`config.mk`:
```
export PLATFORM = sky130hd
export DESIGN_NAME = pbo_core
export DESIGN_NICKNAME = d
export VERILOG_FILES = /design/src/pbo_pkg.sv /design/src/pbo_core.sv /design/src/pbo_fifo.sv /design/src/pbo_shift.sv
export SDC_FILE = /design/constraint.sdc
export NUM_CORES = 1
export LEC_CHECK = 0
export BUFFER_PORTS_ARGS = -buffer_cell sky130_fd_sc_hd__buf_2
export CORE_AREA = 3 3 166 168
export CTS_BUF_LIST = sky130_fd_sc_hd__clkbuf_2
export DETAILED_ROUTE_END_ITERATION = 7
export DIE_AREA = 0 0 169 171
export HOLD_SLACK_MARGIN = 0.12
export PLACE_DENSITY_LB_ADDON = 0.2
export SYNTH_ARGS = -nofsm -noshare
export SYNTH_HDL_FRONTEND = slang
export SYNTH_SLANG_ARGS = --single-unit
export TNS_END_PERCENT = 30
```
`constraint.sdc`:
```
create_clock -name mclk -period 5.28 [get_ports mclk]
set_input_delay 1.056 -clock mclk [delete_from_list [all_inputs] [get_ports mclk]]
set_output_delay 1.056 -clock mclk [all_outputs]
set_load 0.01 [all_outputs]
```
`src/pbo_pkg.sv`:
```
// constants, register map and types shared by the black level / shift pixel path
package pbo_pkg;

  localparam int PBO_SW = 12;
  localparam int PBO_BLW = 8;
  localparam int PBO_AW = 3;
  localparam int PBO_FIFO_DEPTH = 8;

  localparam logic [PBO_AW-1:0] PBO_REG_SEL = 3'h0;
  localparam logic [PBO_AW-1:0] PBO_REG_VAL = 3'h1;
  localparam logic [PBO_AW-1:0] PBO_REG_SHIFT = 3'h2;
  localparam logic [PBO_AW-1:0] PBO_REG_FMT = 3'h3;
  localparam logic [PBO_AW-1:0] PBO_REG_STAT = 3'h4;

  localparam int PBO_STAT_LINE = 0;
  localparam int PBO_STAT_SAT = 1;
  localparam int PBO_STAT_FULL = 2;

  localparam logic [PBO_BLW-1:0] PBO_BL_RST = 8'h00;
  localparam logic [2:0] PBO_SHIFT_RST = 3'h0;
  localparam logic [2:0] PBO_SHIFT_MAX = 3'h4;
  localparam logic PBO_FMT_RST = 1'b0;
  localparam logic [PBO_SW-1:0] PBO_FULL = 12'hFFF;

  typedef enum logic [1:0] {PBO_SEL_ALL, PBO_SEL_RED, PBO_SEL_GREEN, PBO_SEL_BLUE} pbo_sel_e;
  typedef enum logic [1:0] {PBO_TAP_RED, PBO_TAP_GREEN, PBO_TAP_BLUE} pbo_tap_e;
  typedef enum logic {PBO_ST_IDLE, PBO_ST_LINE} pbo_state_e;

endpackage : pbo_pkg

```
`src/pbo_core.sv`:
```
// black level offset and bit shift pixel path with register port and output fifo
//
// The placing of the registers and strobed register access were chosen for this implementation.
`timescale 1ns/1ps
module pbo_core
  import pbo_pkg::*;
#(
  parameter int DEPTH = PBO_FIFO_DEPTH
) (
  // clock and reset
  input wire logic mclk,
  input wire logic rst,
  // register port
  input wire logic [PBO_AW-1:0] reg_addr,
  input wire logic [7:0] reg_wdata,
  input wire logic reg_wr,
  input wire logic reg_rd,
  output logic [7:0] reg_rdata,
  // pixel input
  input wire logic pix_valid,
  input wire logic [PBO_SW-1:0] pix_data,
  input wire logic [1:0] pix_tap,
  input wire logic pix_sol,
  input wire logic pix_eol,
  output logic pix_ready,
  // pixel output
  output logic out_valid,
  output logic [PBO_SW-1:0] out_data,
  output logic out_eol,
  input wire logic out_ready
);
  localparam int LW = $clog2(DEPTH+1);
  localparam int FW = PBO_SW + 1;

  generate
    if (DEPTH < 4) begin : g_chk
      $error("pbo_core needs a fifo DEPTH of at least 4");
    end
  endgenerate

  function automatic logic [PBO_BLW-1:0] tap_off(input logic [PBO_BLW-1:0] bl [4], input logic [1:0] tap);
    case (tap)
      PBO_TAP_RED: tap_off = bl[PBO_SEL_RED];
      PBO_TAP_GREEN: tap_off = bl[PBO_SEL_GREEN];
      PBO_TAP_BLUE: tap_off = bl[PBO_SEL_BLUE];
      default: tap_off = '0;
    endcase
  endfunction : tap_off

  ////////////////////////////////////////////////////////////////////////////
  // software settings

  logic [1:0] sel_r, sel_nxt;
  logic [PBO_BLW-1:0] bl_r [4];
  logic [PBO_BLW-1:0] bl_nxt [4];
  logic [2:0] shift_r, shift_nxt;
  logic fmt_r, fmt_nxt;
  logic [7:0] rdata_r, rdata_nxt;
  logic sat_r, sat_nxt;
  logic shp_sat, s1_wr;
  logic fifo_full;
  pbo_state_e st_r, st_nxt;

  always_comb begin
    sel_nxt = sel_r;
    bl_nxt = bl_r;
    shift_nxt = shift_r;
    fmt_nxt = fmt_r;
    if (reg_wr) begin
      case (reg_addr)
        PBO_REG_SEL: sel_nxt = reg_wdata[1:0];
        PBO_REG_VAL: bl_nxt[sel_r] = reg_wdata;
        PBO_REG_SHIFT: begin
          // codes above four are refused and the old shift stays
          if (reg_wdata <= {5'h00, PBO_SHIFT_MAX}) begin
            shift_nxt = reg_wdata[2:0];
          end
        end
        PBO_REG_FMT: fmt_nxt = reg_wdata[0];
        default: ;
      endcase
    end
  end

  always_comb begin
    rdata_nxt = 8'h00;
    if (reg_rd) begin
      case (reg_addr)
        PBO_REG_SEL: rdata_nxt = {6'h00, sel_r};
        PBO_REG_VAL: rdata_nxt = bl_r[sel_r];
        PBO_REG_SHIFT: rdata_nxt = {5'h00, shift_r};
        PBO_REG_FMT: rdata_nxt = {7'h00, fmt_r};
        PBO_REG_STAT: begin
          rdata_nxt[PBO_STAT_LINE] = (st_r == PBO_ST_LINE);
          rdata_nxt[PBO_STAT_SAT] = sat_r;
          rdata_nxt[PBO_STAT_FULL] = fifo_full;
        end
        default: rdata_nxt = 8'h00;
      endcase
    end
    // a saturation in the same cycle as the clearing read survives
    sat_nxt = (sat_r & ~(reg_rd & (reg_addr == PBO_REG_STAT))) | (s1_wr & shp_sat);
  end

  always_ff @(posedge mclk) begin
    if (rst) begin
      sel_r <= PBO_SEL_ALL;
      for (int i = 0; i < 4; i++) begin
        bl_r[i] <= PBO_BL_RST;
      end
      shift_r <= PBO_SHIFT_RST;
      fmt_r <= PBO_FMT_RST;
      rdata_r <= 8'h00;
      sat_r <= 1'b0;
    end else begin
      sel_r <= sel_nxt;
      bl_r <= bl_nxt;
      shift_r <= shift_nxt;
      fmt_r <= fmt_nxt;
      rdata_r <= rdata_nxt;
      sat_r <= sat_nxt;
    end
  end

  assign reg_rdata = rdata_r;

  ////////////////////////////////////////////////////////////////////////////
  // line tracking and active settings

  logic fire, load;
  logic [PBO_BLW-1:0] act_bl_r [4];
  logic [PBO_BLW-1:0] act_bl_nxt [4];
  logic [PBO_BLW-1:0] use_bl [4];
  logic [2:0] act_shift_r, act_shift_nxt;
  logic act_fmt_r, act_fmt_nxt;
  logic pix_ready_r, pix_ready_nxt;

  assign fire = pix_valid & pix_ready_r;
  assign load = fire & pix_sol;

  always_comb begin
    st_nxt = st_r;
    case (st_r)
      PBO_ST_IDLE: if (load && !pix_eol) st_nxt = PBO_ST_LINE;
      PBO_ST_LINE: if (fire && pix_eol) st_nxt = PBO_ST_IDLE;
      default: st_nxt = PBO_ST_IDLE;
    endcase
    // settings written mid-line wait for the next line start
    act_bl_nxt = load ? bl_r : act_bl_r;
    act_shift_nxt = load ? shift_r : act_shift_r;
    act_fmt_nxt = load ? fmt_r : act_fmt_r;
    use_bl = act_bl_nxt;
  end

  always_ff @(posedge mclk) begin
    if (rst) begin
      st_r <= PBO_ST_IDLE;
      for (int i = 0; i < 4; i++) begin
        act_bl_r[i] <= PBO_BL_RST;
      end
      act_shift_r <= PBO_SHIFT_RST;
      act_fmt_r <= PBO_FMT_RST;
    end else begin
      st_r <= st_nxt;
      act_bl_r <= act_bl_nxt;
      act_shift_r <= act_shift_nxt;
      act_fmt_r <= act_fmt_nxt;
    end
  end

  ////////////////////////////////////////////////////////////////////////////
  // offset stage

  logic [8:0] blk;
  logic [PBO_SW:0] sum;
  logic [PBO_SW-1:0] clamped;
  logic s1_valid_r, s1_valid_nxt;
  logic [PBO_SW-1:0] s1_data_r, s1_data_nxt;
  logic s1_eol_r, s1_eol_nxt;
  logic [2:0] s1_shift_r, s1_shift_nxt;
  logic s1_fmt_r, s1_fmt_nxt;
  logic fifo_wr_ready;
  logic [LW-1:0] fifo_level;
  logic [LW+1:0] commit;

  always_comb begin
    blk = {1'b0, use_bl[PBO_SEL_ALL]} + {1'b0, tap_off(use_bl, pix_tap)};
    // offset lands in sample lsbs, so 8 bit depth at shift 0 sees it divided by 16
    sum = {1'b0, pix_data} + {4'h0, blk};
    clamped = sum[PBO_SW] ? PBO_FULL : sum[PBO_SW-1:0];
    s1_valid_nxt = s1_valid_r & ~fifo_wr_ready;
    s1_data_nxt = s1_data_r;
    s1_eol_nxt = s1_eol_r;
    s1_shift_nxt = s1_shift_r;
    s1_fmt_nxt = s1_fmt_r;
    if (fire) begin
      s1_valid_nxt = 1'b1;
      s1_data_nxt = clamped;
      s1_eol_nxt = pix_eol;
      s1_shift_nxt = act_shift_nxt;
      s1_fmt_nxt = act_fmt_nxt;
    end
    // ready is registered, so leave room for the stage and one more pixel
    commit = (LW+2)'(fifo_level) + (LW+2)'(s1_valid_r) + (LW+2)'(fire);
    pix_ready_nxt = commit < (LW+2)'(DEPTH-1);
  end

  always_ff @(posedge mclk) begin
    if (rst) begin
      s1_valid_r <= 1'b0;
      s1_data_r <= '0;
      s1_eol_r <= 1'b0;
      s1_shift_r <= PBO_SHIFT_RST;
      s1_fmt_r <= PBO_FMT_RST;
      pix_ready_r <= 1'b0;
    end else begin
      s1_valid_r <= s1_valid_nxt;
      s1_data_r <= s1_data_nxt;
      s1_eol_r <= s1_eol_nxt;
      s1_shift_r <= s1_shift_nxt;
      s1_fmt_r <= s1_fmt_nxt;
      pix_ready_r <= pix_ready_nxt;
    end
  end

  assign pix_ready = pix_ready_r;

  ////////////////////////////////////////////////////////////////////////////
  // shift, fifo and output register

  logic [PBO_SW-1:0] shp_data;
  logic [FW-1:0] fifo_rdata;
  logic fifo_rd_valid, take;
  logic out_valid_r, out_valid_nxt;
  logic [PBO_SW-1:0] out_data_r, out_data_nxt;
  logic out_eol_r, out_eol_nxt;

  assign s1_wr = s1_valid_r & fifo_wr_ready;
  assign fifo_full = ~fifo_wr_ready;

  pbo_shift u_shift (
    .sample(s1_data_r),
    .shift(s1_shift_r),
    .fmt12(s1_fmt_r),
    .result(shp_data),
    .sat(shp_sat)
  );

  pbo_fifo #(.WIDTH(FW), .DEPTH(DEPTH)) u_fifo (
    .mclk(mclk),
    .rst(rst),
    .wr_valid(s1_valid_r),
    .wr_ready(fifo_wr_ready),
    .wr_data({s1_eol_r, shp_data}),
    .rd_valid(fifo_rd_valid),
    .rd_ready(take),
    .rd_data(fifo_rdata),
    .level(fifo_level)
  );

  assign take = ~out_valid_r | out_ready;

  always_comb begin
    out_valid_nxt = out_valid_r;
    out_data_nxt = out_data_r;
    out_eol_nxt = out_eol_r;
    if (take) begin
      out_valid_nxt = fifo_rd_valid;
      if (fifo_rd_valid) begin
        out_data_nxt = fifo_rdata[PBO_SW-1:0];
        out_eol_nxt = fifo_rdata[PBO_SW];
      end
    end
  end

  always_ff @(posedge mclk) begin
    if (rst) begin
      out_valid_r <= 1'b0;
      out_data_r <= '0;
      out_eol_r <= 1'b0;
    end else begin
      out_valid_r <= out_valid_nxt;
      out_data_r <= out_data_nxt;
      out_eol_r <= out_eol_nxt;
    end
  end

  assign out_valid = out_valid_r;
  assign out_data = out_data_r;
  assign out_eol = out_eol_r;
endmodule : pbo_core

```
`src/pbo_fifo.sv`:
```
// parameterised synchronous fifo with valid/ready on both sides
`timescale 1ns/1ps
module pbo_fifo #(
  parameter int WIDTH = 13,
  parameter int DEPTH = 8
) (
  // clock and reset
  input wire logic mclk,
  input wire logic rst,
  // fill side
  input wire logic wr_valid,
  output logic wr_ready,
  input wire logic [WIDTH-1:0] wr_data,
  // drain side
  output logic rd_valid,
  input wire logic rd_ready,
  output logic [WIDTH-1:0] rd_data,
  // occupancy
  output logic [$clog2(DEPTH+1)-1:0] level
);
  localparam int PW = $clog2(DEPTH);
  localparam int LW = $clog2(DEPTH+1);

  generate
    if (DEPTH < 2) begin : g_chk
      $error("pbo_fifo needs DEPTH of at least 2");
    end
  endgenerate

  logic [WIDTH-1:0] mem_r [DEPTH];
  logic [PW-1:0] wp_r, wp_nxt, rp_r, rp_nxt;
  logic [LW-1:0] cnt_r, cnt_nxt;
  logic push, pop;

  function automatic logic [PW-1:0] bump(input logic [PW-1:0] p);
    bump = (p == PW'(DEPTH-1)) ? '0 : p + PW'(1);
  endfunction : bump

  assign wr_ready = (cnt_r != LW'(DEPTH));
  assign rd_valid = (cnt_r != '0);
  assign rd_data = mem_r[rp_r];
  assign level = cnt_r;
  assign push = wr_valid & wr_ready;
  assign pop = rd_valid & rd_ready;

  always_comb begin
    wp_nxt = push ? bump(wp_r) : wp_r;
    rp_nxt = pop ? bump(rp_r) : rp_r;
    cnt_nxt = cnt_r + LW'(push) - LW'(pop);
  end

  always_ff @(posedge mclk) begin
    if (rst) begin
      wp_r <= '0;
      rp_r <= '0;
      cnt_r <= '0;
    end else begin
      wp_r <= wp_nxt;
      rp_r <= rp_nxt;
      cnt_r <= cnt_nxt;
    end
  end

  // storage has no reset; contents are only read once written
  always_ff @(posedge mclk) begin
    if (push) begin
      mem_r[wp_r] <= wr_data;
    end
  end

endmodule : pbo_fifo

```
`src/pbo_shift.sv`:
```
// bit-window selection with saturation for 12 and 8 bit output depth
`timescale 1ns/1ps
module pbo_shift
  import pbo_pkg::*;
(
  // sample and settings
  input wire logic [PBO_SW-1:0] sample,
  input wire logic [2:0] shift,
  input wire logic fmt12,
  // result, 8 bit depth sits in the low bits
  output logic [PBO_SW-1:0] result,
  output logic sat
);
  logic [PBO_SW+3:0] win;

  always_comb begin
    // the whole window moves down by shift in either depth
    win = {4'h0, sample} << shift;
    sat = |win[PBO_SW+3:PBO_SW];
    if (fmt12) begin
      result = sat ? PBO_FULL : win[PBO_SW-1:0];
    end else begin
      result = sat ? {4'h0, 8'hFF} : {4'h0, win[PBO_SW-1:4]};
    end
  end

endmodule : pbo_shift

```
-- Word level (Yosys, flattened, before mapping)
Memories as Yosys holds them, arrays and structs flattened. A register that Yosys moved wholly into a read port is not among the register bits.
Cells that the tools add are included.
- bits in registers: 114
- bits in writable memories: 104
- input bits: 33
- output and inout port bits: 23
- word-level logic and storage cells: 105
- memories: 1
- add/subtract/negate cells: 8
- $lt $le $gt $ge: 4
- eq/ne operators: 9
- shift-type cells: 1
- multiplexer cells: 23
- bitwise gates (word level): 17
- reductions and logical operators: 15
- memory list (memory ; depth ; bits a word ; rd ports ; clocked after Yosys merged registers in ; wr ports ; RTL line ; RTL):
    u_fifo.mem_r ; 8 ; 13 ; 1 ; 1 ; 1 ; pbo_fifo.sv:30 ; logic [WIDTH-1:0] mem_r [DEPTH];
- operator list (cell ; number):
    $mux W12 ; 3
    $bwmux W32 ; 1
    $mux W32 ; 1
    $mux W8 ; 4
    $pmux W8 S3 ; 1
    $bmux W8 S2 ; 1
    $demux W8 S2 ; 1
    $shl A12 B3 Y16 ; 1
    $pmux W3 S5 ; 1
    $add A12 B9 Y13 ; 1
    $add A8 B8 Y9 ; 1
    $eq A3 B3 Y1 const B ; 3
    $mux W3 ; 3
    $and A1 B1 Y1 ; 8
    $le A8 B3 Y1 const B ; 1
    $reduce_and A2 Y1 ; 4
    $add A3 B1 Y3 const B ; 2
    $add A5 B1 Y6 ; 1
    $eq A3 B2 Y1 const B ; 2
    $lt A6 B3 Y1 const B ; 1
    $mux W1 ; 6
    $not A1 Y1 ; 6
    $add A4 B1 Y5 ; 1
    $add A4 B1 Y4 ; 1
    19 further kinds ; 22

-- Logic depth before layout (Yosys ltp)
Gate-level depths: netlist of run 1.
- depth in word-level cells: 7
- depth in mapped cells: 17
- mapped depth without buffers: 15

-- Hierarchy
A second synthesis of run 1 with hierarchy kept.
- cell total of the unflattened synthesis: 900
- area, all modules: 10822.9 um^2
- by module, submodules not included (module ; instances ; cells each ; area each (um^2)):
    pbo_core ; 1 ; 574 ; 5437.7
    pbo_fifo ; 1 ; 226 ; 4712.0
    pbo_shift ; 1 ; 100 ; 673.1

-- Least setup slack after synthesis of run 1
OpenSTA, ideal clock, no wires.
- kind: input-to-reg
- from: input pix_valid
- to: register s1_data_r[8]
- setup time: 0.142 ns
- arrival time: 4.362 ns
- required time: 5.138 ns
- path slack: 0.776 ns
- cell stages on the path: 16
- cell sequence: and2_1 clkbuf_1 nand2_1 buf_2 mux2i_1 mux2i_1 a21oi_1 fa_1 inv_1 ha_1 a211oi_1 o21ai_0 nor2b_1 a31oi_1 clkbuf_1 a311oi_1
- longest elaborated chain between the ends: 7
- ends and longest elaborated chain (item ; RTL line ; RTL):
    start: declaration ; pbo_core.sv:20 ; input wire logic pix_valid,
    $and A1 B1 Y1 (*) ; pbo_core.sv:138 ; assign fire = pix_valid & pix_ready_r;
    $and A1 B1 Y1 ; pbo_core.sv:139 ; assign load = fire & pix_sol;
    $mux W32 ; pbo_core.sv:149 ; act_bl_nxt = load ? bl_r : act_bl_r;
    $pmux W8 S3 ; pbo_core.sv:42 ; case (tap)
    $add A8 B8 Y9 ; pbo_core.sv:187 ; blk = {1'b0, use_bl[PBO_SEL_ALL]} + {1'b0, tap_off(use_bl, pix_tap)};
    $add A12 B9 Y13 ; pbo_core.sv:189 ; sum = {1'b0, pix_data} + {4'h0, blk};
    $mux W12 ; pbo_core.sv:190 ; clamped = sum[PBO_SW] ? PBO_FULL : sum[PBO_SW-1:0];
    end signal: assignment ; pbo_core.sv:218 ; s1_data_r <= s1_data_nxt;
    end: declaration ; pbo_core.sv:178 ; logic [PBO_SW-1:0] s1_data_r, s1_data_nxt;
Every way passes the cells marked *; elsewhere a longest branch is shown, timed or not.
A chain may end at the register's enable or synchronous reset.

-- Worst setup path after layout of run 1
- from: register pix_ready_r, in the netlist pix_ready
- to: register s1_data_r[2]
- longest elaborated chain between the ends: 7
- ends and longest elaborated chain (item ; RTL line ; RTL):
    start: declaration ; pbo_core.sv:136 ; logic pix_ready_r, pix_ready_nxt;
    start signal: assignment ; pbo_core.sv:222 ; pix_ready_r <= pix_ready_nxt;
    $and A1 B1 Y1 (*) ; pbo_core.sv:138 ;
    $and A1 B1 Y1 ; pbo_core.sv:139 ;
    $mux W32 ; pbo_core.sv:149 ;
    $pmux W8 S3 ; pbo_core.sv:42 ;
    $add A8 B8 Y9 ; pbo_core.sv:187 ;
    $add A12 B9 Y13 ; pbo_core.sv:189 ;
    $mux W12 ; pbo_core.sv:190 ;
Marked as above.

==> results of run 1 <==
-- where the power goes --
group / internal, uW / switching, uW / total [uW]
clock network: 478 / 714 / 1190
registers: 2050 / 166 / 2220
logic: 474 / 500 / 974
total: 3000 / 1380 / 4380
-- registers in the layout (all words and copies together) (netlist names), 4 cells and up --
signal / cells
act_bl_r: 32
s1_data_r: 12
reg_rdata: 8
u_fifo.level: 4
u_fifo.mem_r: 104
out_data: 12
bl_r: 32
-- worst max-delay path by stage --
stage                     slack, ns  startpoint            to  cells after the start
after floorplan                0.78   pix_valid  s1_data_r[8]                     16
after global placement         0.70   pix_valid  s1_data_r[8]                     16
after detailed placement       0.69   pix_valid  s1_data_r[8]                     16
after CTS                      1.46   pix_ready  s1_data_r[2]                     15
after global routing           1.08   pix_ready  s1_data_r[2]                     15
final                          1.50   pix_ready  s1_data_r[2]                     15
-- final cells by class --
class / instances / share of cell area
well taps: 335 / 0.0364
clock inverters: 10 / 0.00467
repair buffers: 69 / 0.0332
multi-input cells: 529 / 0.380
clock buffers: 95 / 0.0413
flip-flops and latches: 231 / 0.492
diodes: 2 / 0.000434
inverters: 37 / 0.0123
-- placed cells by master (no fill, tap or decap), types with 3 or more instances in the layout --
cell type                  synthesis  final
sky130_fd_sc_hd__fa_1             11     11
sky130_fd_sc_hd__a21o_1            5      5
sky130_fd_sc_hd__a31oi_1           7      7
sky130_fd_sc_hd__a21oi_1          27     27
sky130_fd_sc_hd__nand2_1          46     45
sky130_fd_sc_hd__edfxtp_1        104    104
sky130_fd_sc_hd__and2_1            3      3
sky130_fd_sc_hd__o21a_1            7      7
sky130_fd_sc_hd__o221ai_1          3      3
sky130_fd_sc_hd__nor3_2            1      4
sky130_fd_sc_hd__xor2_1            5      5
sky130_fd_sc_hd__mux4_2           40     40
sky130_fd_sc_hd__xnor2_1           5      5
sky130_fd_sc_hd__nand3_1           4      4
sky130_fd_sc_hd__a311oi_1          3      3
sky130_fd_sc_hd__clkinv_1          1      8
sky130_fd_sc_hd__nand2b_1          8      8
sky130_fd_sc_hd__a211oi_1         31     31
sky130_fd_sc_hd__dfxtp_1         127    126
sky130_fd_sc_hd__mux2_2            4      4
sky130_fd_sc_hd__clkbuf_2          0     95
sky130_fd_sc_hd__buf_4             1     15
sky130_fd_sc_hd__nor2_1          127    126
sky130_fd_sc_hd__mux2i_1         106    106
sky130_fd_sc_hd__inv_1            35     35
sky130_fd_sc_hd__nor2b_1          14     14
sky130_fd_sc_hd__ha_1             21     21
sky130_fd_sc_hd__o21ai_0          12     12
sky130_fd_sc_hd__buf_2            12     54
-- metal layers --
layer	part of all wire	vias to the layer above	GRT usage	wire [um]
met2	0.50	102	0.268	11000
li1	-	3269	-	-
met5	0	-	0	0
met1	0.44	3154	0.197	9660
met4	0.016	0	0.0480	340
met3	0.038	33	0.0317	826
-- kinds of logic after synthesis --
kind of cell,after synthesis,share of synthesized area
compound gates,111,0.0719
buf+inv,92,0.0375
flops,231,0.545
simple gates,226,0.0971
mux,150,0.193
fa+ha+maj,32,0.0465
xor+xnor,10,0.00843
-- worst max-delay path, stage by stage, from the launching register on --
cell	delay, ns
sky130_fd_sc_hd__dfxtp_1	0.35
sky130_fd_sc_hd__and2_1	0.17
sky130_fd_sc_hd__nand2_2	0.33
sky130_fd_sc_hd__buf_4	0.33
sky130_fd_sc_hd__mux2i_1	0.27
sky130_fd_sc_hd__mux2i_1	0.11
sky130_fd_sc_hd__a21oi_1	0.20
sky130_fd_sc_hd__fa_1	0.43
sky130_fd_sc_hd__inv_1	0.06
sky130_fd_sc_hd__ha_1	0.22
sky130_fd_sc_hd__o21ai_0	0.13
sky130_fd_sc_hd__o21ai_0	0.28
sky130_fd_sc_hd__nor2b_1	0.24
sky130_fd_sc_hd__a31oi_1	0.11
sky130_fd_sc_hd__buf_4	0.19
sky130_fd_sc_hd__a211oi_1	0.23
-- stage by stage --
step	utilization	cells	instance area [sq um]	hold WS (ns)
final	0.442	1308	11500	0.457
after global routing	0.442	1308	11500	0.412
after CTS	0.442	1306	11500	0.367
after detailed placement	0.422	1201	11000	0.446
after global placement	0.422	1201	11000	0.442
after floorplan	-	852	10400	0.436
==> reports/summary.log, run 1 <==
qor: floorplanning.boundaryPins 56
qor: worst_setup_path.worst_r2r_endpoint s1_data_r[2]
qor: yosys.yosysWarningCount 0
qor: clock_tree.hold_buffers 0
qor: yosys.synth.cell_area 10,400 sq um
qor: pwr.power.total 4380 uW
qor: clock_tree.cts_setup_buffers 0
qor: worst_setup_path.arr_time_crit_path 4.47 ns
qor: worst_setup_path.endpoint_kind flop
qor: yosys.synth_cells 852
qor: clock_tree.insertion_delay 0.88 ns
qor: yosys.post_synth.cell_area_avg 12.2 sq um
qor: cells_and_area.multi_input_comb_area 4380 sq um
qor: routing.route.detailed.drc 0
qor: yosys.async_reset_ff_frac 0
qor: sta.final_critical_path_setup_slack 1.50 ns
qor: routing.dr.pass1.iters 4
qor: sta.final-hold-violation-count 0
qor: global_routing.leftover_overflow_at_the_end_of_global_routing 0
qor: worst_setup_path.worstPathMaxFanout 16
qor: sta.timing.final.max_slew_violations 0
qor: global_routing.first_global_vias 6,710
qor: yosys.synth.distinct_cells 57
qor: sta.layout_min_cycle_time 3.78 ns
qor: sta.setup_viol_count_final 0
qor: routing.drt.antenna.violating_nets 0
qor: place.hpwl 14.3 mm
qor: hold_path.timing.hold.worst_path_depth 2
qor: clock_tree.tritoncts_num_sinks 231
qor: yosys.post_synthesis_sequential_area_ratio 0.545
qor: clock_tree.cts_buffers 59
qor: floorplanning.floorplan.rows 59
qor: place.finalWeightedCongestion 0.796
qor: run.max_cap_viol_count 0
qor: cells_and_area.area_growth_syn_to_layout 10.9%
qor: sta.grt_setup_unrepaired false
qor: yosys.yosys_register_bits 231
qor: sta.tightest_pin_transition 0.992 ns
qor: sta.max_freq 0.265 GHz
qor: worst_setup_path.required 5.97 ns
qor: floorplanning.placeable_area 26,100 sq um
qor: worst_setup_path.rrSetupSlack 1.50 ns
qor: global_routing.grt_pass1_wl 35.8 mm
qor: hold_path.end_point_of_the_most_critical_hold_path act_shift_r[1]
qor: cells_and_area.layout_fillers 2,490
qor: sta.worst_slew_margin_rel 0.339
qor: floorplanning.die_x 169 um
qor: worst_setup_path.rr_worst_depth 15
qor: routing.total_detailed_routing_wirelength 21.8 mm
qor: yosys.post-synth-top-area-fraction 0.301
qor: sta.setup_total_negative_slack 0 ns
qor: sta.finalCritPeriodShare 0.716
qor: pwr.power.density_cell_area 380 nW/um^2
qor: global_routing.number_of_antenna_violations_at_the_first_check_in_global_routing 1
qor: clock_tree.cts-htree-levels 2
qor: floorplanning.die_h 171 um
qor: yosys.post-synth-top-area-cell sky130_fd_sc_hd__edfxtp_1
qor: cells_and_area.layout.nets 992
qor: clock_tree.clock_pin_transition_on_the_worst_setup_and_hold_timing_paths 0.10 ns
qor: yosys.synth_common_cells 127 x sky130_fd_sc_hd__dfxtp_1, 127 x sky130_fd_sc_hd__nor2_1, 106 x sky130_fd_sc_hd__mux2i_1
qor: sta.timing.clock.skew 0.106 ns
qor: pwr.worst_ir_drop_vdd 0.376 mV
qor: hold_path.hp-start act_shift_r[1]
qor: worst_setup_path.rr_startpoint pix_ready
qor: place.dp_worst_setup_slack 0.687 ns
qor: place.port-buffer-count 55
qor: clock_tree.cts_root_buffer sky130_fd_sc_hd__clkbuf_2
qor: yosys.mappedNetlistNets 917
qor: yosys.ys_top_cells_by_area sky130_fd_sc_hd__edfxtp_1 30%, sky130_fd_sc_hd__dfxtp_1 24%, sky130_fd_sc_hd__mux2i_1 10%
qor: global_routing.grt_util_all_layers 0.155
qor: yosys.synthFlopType sky130_fd_sc_hd__dfxtp_1
qor: routing.avgViaCountPerCell 5.01
qor: yosys.synth_enable_flop_cells 104
qor: floorplanning.start_util 0.399
qor: routing.dr_total_vias 6,558
qor: pwr.p_leak 0.00475 uW
qor: clock_tree.clk_path_buf_depth 3
qor: cells_and_area.seq_area 5670 sq um
qor: global_routing.grt_max_degree 69
qor: worst_setup_path.critPathKind flop to flop
qor: floorplanning.dieArea 28,900 sq um
qor: clock_tree.cts_resized 0
qor: cells_and_area.final_layout_size_suffix_gt1_frac 0.233
qor: hold_path.min-delay-path-class flop to flop
qor: clock_tree.cts_tree built
qor: routing.route.detailed.wl_per_inst 16.7 um
qor: routing.drtIter0Drc 286
qor: worst_setup_path.critical_path.startpoint_type flop
qor: run_status.status complete, no violations
(Power assumes the default switching activity.)
==> run 2, diff against run 1 <==
==> constraint.sdc (replaced) <==
create_clock -name mclk -period 3.1 [get_ports mclk]
set_input_delay 0.62 -clock mclk [delete_from_list [all_inputs] [get_ports mclk]]
set_output_delay 0.62 -clock mclk [all_outputs]
set_load 0.01 [all_outputs]
==> run 2 against run 1 <==
  * The flow now finishes with violations (negative setup slack)
  * Register-to-register slack worse by 1.6 ns
  * Combinational power increased by 100%
  * Power grew 72%
  * Critical path type unchanged
  * Largest cell class unchanged
  * Highest routed layer unchanged
==> reports/summary.log, run 2 (synthesis gave the netlist of run 1 again) <==
qor: run_status.status finished, violations left
qor: run_status.failed_checks negative setup slack
qor: routing.route.detailed.wl_per_inst 16.6 um
qor: routing.route.detailed.drc 0
qor: sta.tightest_pin_transition 0.982 ns
qor: clock_tree.clock_pin_transition_on_the_worst_setup_and_hold_timing_paths 0.09 ns
qor: pwr.p_leak 0.00510 uW
qor: worst_setup_path.worstPathMaxFanout 8
qor: cells_and_area.top_flop_regs u_fifo.mem_r (104), act_bl_r (32), bl_r (32)
qor: routing.drt.antenna.violating_nets 0
qor: routing.avgViaCountPerCell 4.99
qor: pwr.power.density_cell_area 610 nW/um^2
qor: clock_tree.cts-htree-levels 2
qor: sta.timing.clock.skew 0.0735 ns
qor: pwr.worst_ir_drop_vdd 0.667 mV
qor: floorplanning.placeable_area 26,100 sq um
qor: clock_tree.cts_buffers 58
qor: sta.grt_setup_unrepaired true
qor: worst_setup_path.critical-path-max-stage-delay 0.56 ns
qor: place.hpwl 15.0 mm
qor: place.port-buffer-count 55
qor: cells_and_area.layout.core_utilization 0.475
qor: sta.max_freq 0.313 GHz
qor: worst_setup_path.crit_path_top_delay_cell sky130_fd_sc_hd__fa_1
qor: cells_and_area.stdcell_area 12,400 sq um
qor: worst_setup_path.endpoint_kind flop
qor: cells_and_area.regMostFlops u_fifo.mem_r
qor: global_routing.grt_util_all_layers 0.162
qor: cells_and_area.seq_area 5670 sq um
qor: cells_and_area.final_layout_size_suffix_gt1_frac 0.305
qor: global_routing.grt_pass1_wl 37.3 mm
qor: worst_setup_path.critical_path.startpoint_type flop
qor: cells_and_area.multi_input_comb_area 4610 sq um
qor: place.dp_worst_setup_slack -0.555 ns
qor: worst_setup_path.rr_worst_depth 15
qor: clock_tree.cts_root_buffer sky130_fd_sc_hd__clkbuf_2
qor: floorplanning.die_h 171 um
qor: floorplanning.floorplan.rows 59
qor: global_routing.grt_max_degree 48
qor: clock_tree.insertion_delay 0.82 ns
qor: routing.drtIter0Drc 277
qor: clock_tree.tritoncts_num_sinks 231
qor: worst_setup_path.required 3.78 ns
qor: floorplanning.boundaryPins 56
qor: sta.final_critical_path_setup_slack -0.0921 ns
qor: cells_and_area.layout_fillers 2,450
qor: sta.layout_min_cycle_time 3.19 ns
qor: clock_tree.cts_tree built
qor: hold_path.min-delay-path-class input pin to flop
qor: sta.finalCritPeriodShare 1.03
qor: cells_and_area.layout.nets 1,066
qor: place.placed_cells_incl_taps 1,258
qor: sta.timing.final.max_slew_violations 0
qor: cells_and_area.largest_reg_flops 104
qor: sta.setup_viol_count_final 9
qor: cells_and_area.area_growth_syn_to_layout 19.1%
qor: place.finalWeightedCongestion 0.765
qor: place.post_dp_cell_area 11,500 sq um
qor: floorplanning.dieArea 28,900 sq um
qor: floorplanning.start_util 0.399
qor: cells_and_area.highest_count_cells_in_the_layout_ignoring_fill_and_taps 127 x sky130_fd_sc_hd__nor2_1, 125 x sky130_fd_sc_hd__dfxtp_1, 104 x sky130_fd_sc_hd__edfxtp_1
qor: cells_and_area.final_common_cell sky130_fd_sc_hd__nor2_1
qor: global_routing.first_global_vias 7,102
qor: sta.fin_worst_hold_slack 0.228 ns
qor: floorplanning.die_x 169 um
qor: clock_tree.clk_path_buf_depth 3
qor: global_routing.leftover_overflow_at_the_end_of_global_routing 0
qor: worst_setup_path.path_cells and2_4, nand2_8, buf_12, mux2i_2, mux2i_1, a21oi_2, fa_1, inv_2, ha_4, buf_4, nor2b_4, o2111ai_4, a311oi_2, xnor2_1, a211oi_1
qor: global_routing.number_of_antenna_violations_at_the_first_check_in_global_routing 1
qor: worst_setup_path.arr_time_crit_path 3.87 ns
qor: routing.total_detailed_routing_wirelength 23.0 mm
qor: worst_setup_path.critPathKind flop to flop
qor: routing.dr.pass1.iters 4
qor: sta.worst_slew_margin_rel 0.339
qor: sta.final-hold-violation-count 0
qor: run.max_cap_viol_count 0
qor: cells_and_area.post_layout_nonfiller_instances 1,381
qor: routing.dr_total_vias 6,892
qor: hold_path.timing.hold.worst_path_depth 3
run 2: changes by cell type in the layout (fill, tap and decap cells not counted), sizes merged, moves of 2 or more:
cell / before / now
dlygate4sd3: 0 / 15
clkbuf: 95 / 91
buf: 69 / 128
clkinv: 8 / 14
inv: 38 / 36
run 2: area by class of cell:
| class | instances | share of cell area |
|---|---|---|
| Inverter | 37 | 0.0114 |
| Tap cell | 335 | 0.0339 |
| Clock buffer | 91 | 0.0368 |
| Sequential cell | 231 | 0.458 |
| Multi-Input combinational cell | 530 | 0.373 |
| Timing Repair Buffer | 143 | 0.0821 |
| Clock inverter | 13 | 0.00455 |
| Antenna cell | 1 | 0.000202 |
run 2: path summary, 6_finish.rpt:
| path | startpoint | slack [ns] | end |
|---|---|---|---|
| max reg2reg | pix_ready | -0.09 | s1_data_r[11] |
| min reg2reg | act_shift_r[0] | 0.46 | act_shift_r[0] |
| max | pix_ready | -0.09 | s1_data_r[11] |
| min | pix_data[10] | 0.23 | s1_data_r[10] |
run 2: report_power, final:
part	internal [uW]	total [uW]	leakage (uW)	switching (uW)
combinational	903	1960	0.00269	1050
sequential	3500	3630	0.00200	131
clock	774	1970	0.000406	1200
total	5170	7550	0.00510	2380
run 2: per-stage QoR:
| stage | setup TNS (ns) | power [uW] |
|---|---|---|
| 3_5_place_dp | -6.37 | 5650 |
| 3_3_place_gp | -5.75 | 5630 |
| 4_1_cts | -0.995 | 7690 |
| 5_1_grt | -2.60 | 8090 |
| 2_1_floorplan | -4.06 | 5120 |
| 6_report | -0.226 | 7550 |
run 2: routing by layer:
layer / vias to the layer above / track usage / wire [um]
li1: 3424 / - / -
met1: 3293 / 0.209 / 10200
met2: 131 / 0.273 / 11200
met3: 44 / 0.0296 / 943
met4: 0 / 0.0600 / 646
met5: - / 0 / 0
run 2: timing repair:
item / CTS / global route
hold buffers: 15 / 0
gates cloned: 2 / 0
endpoints found under the setup margin: 12 / 12
resized for setup: 30 / 10
buffers inserted: 1 / 0
pin swaps: 5 / 2
endpoints found under the hold margin: 38 / 0
run 2: critical path: cells and delay by family (launching register included):
family / cells / cell delay [ns]
adder cells (fa/ha/maj): 2 / 0.82
AO/OA/AOI/OAI: 4 / 0.71
AND/OR/NAND/NOR: 3 / 0.47
flip-flops: 1 / 0.34
multiplexers: 2 / 0.33
buffers and inverters: 3 / 0.32
XOR/XNOR: 1 / 0.09
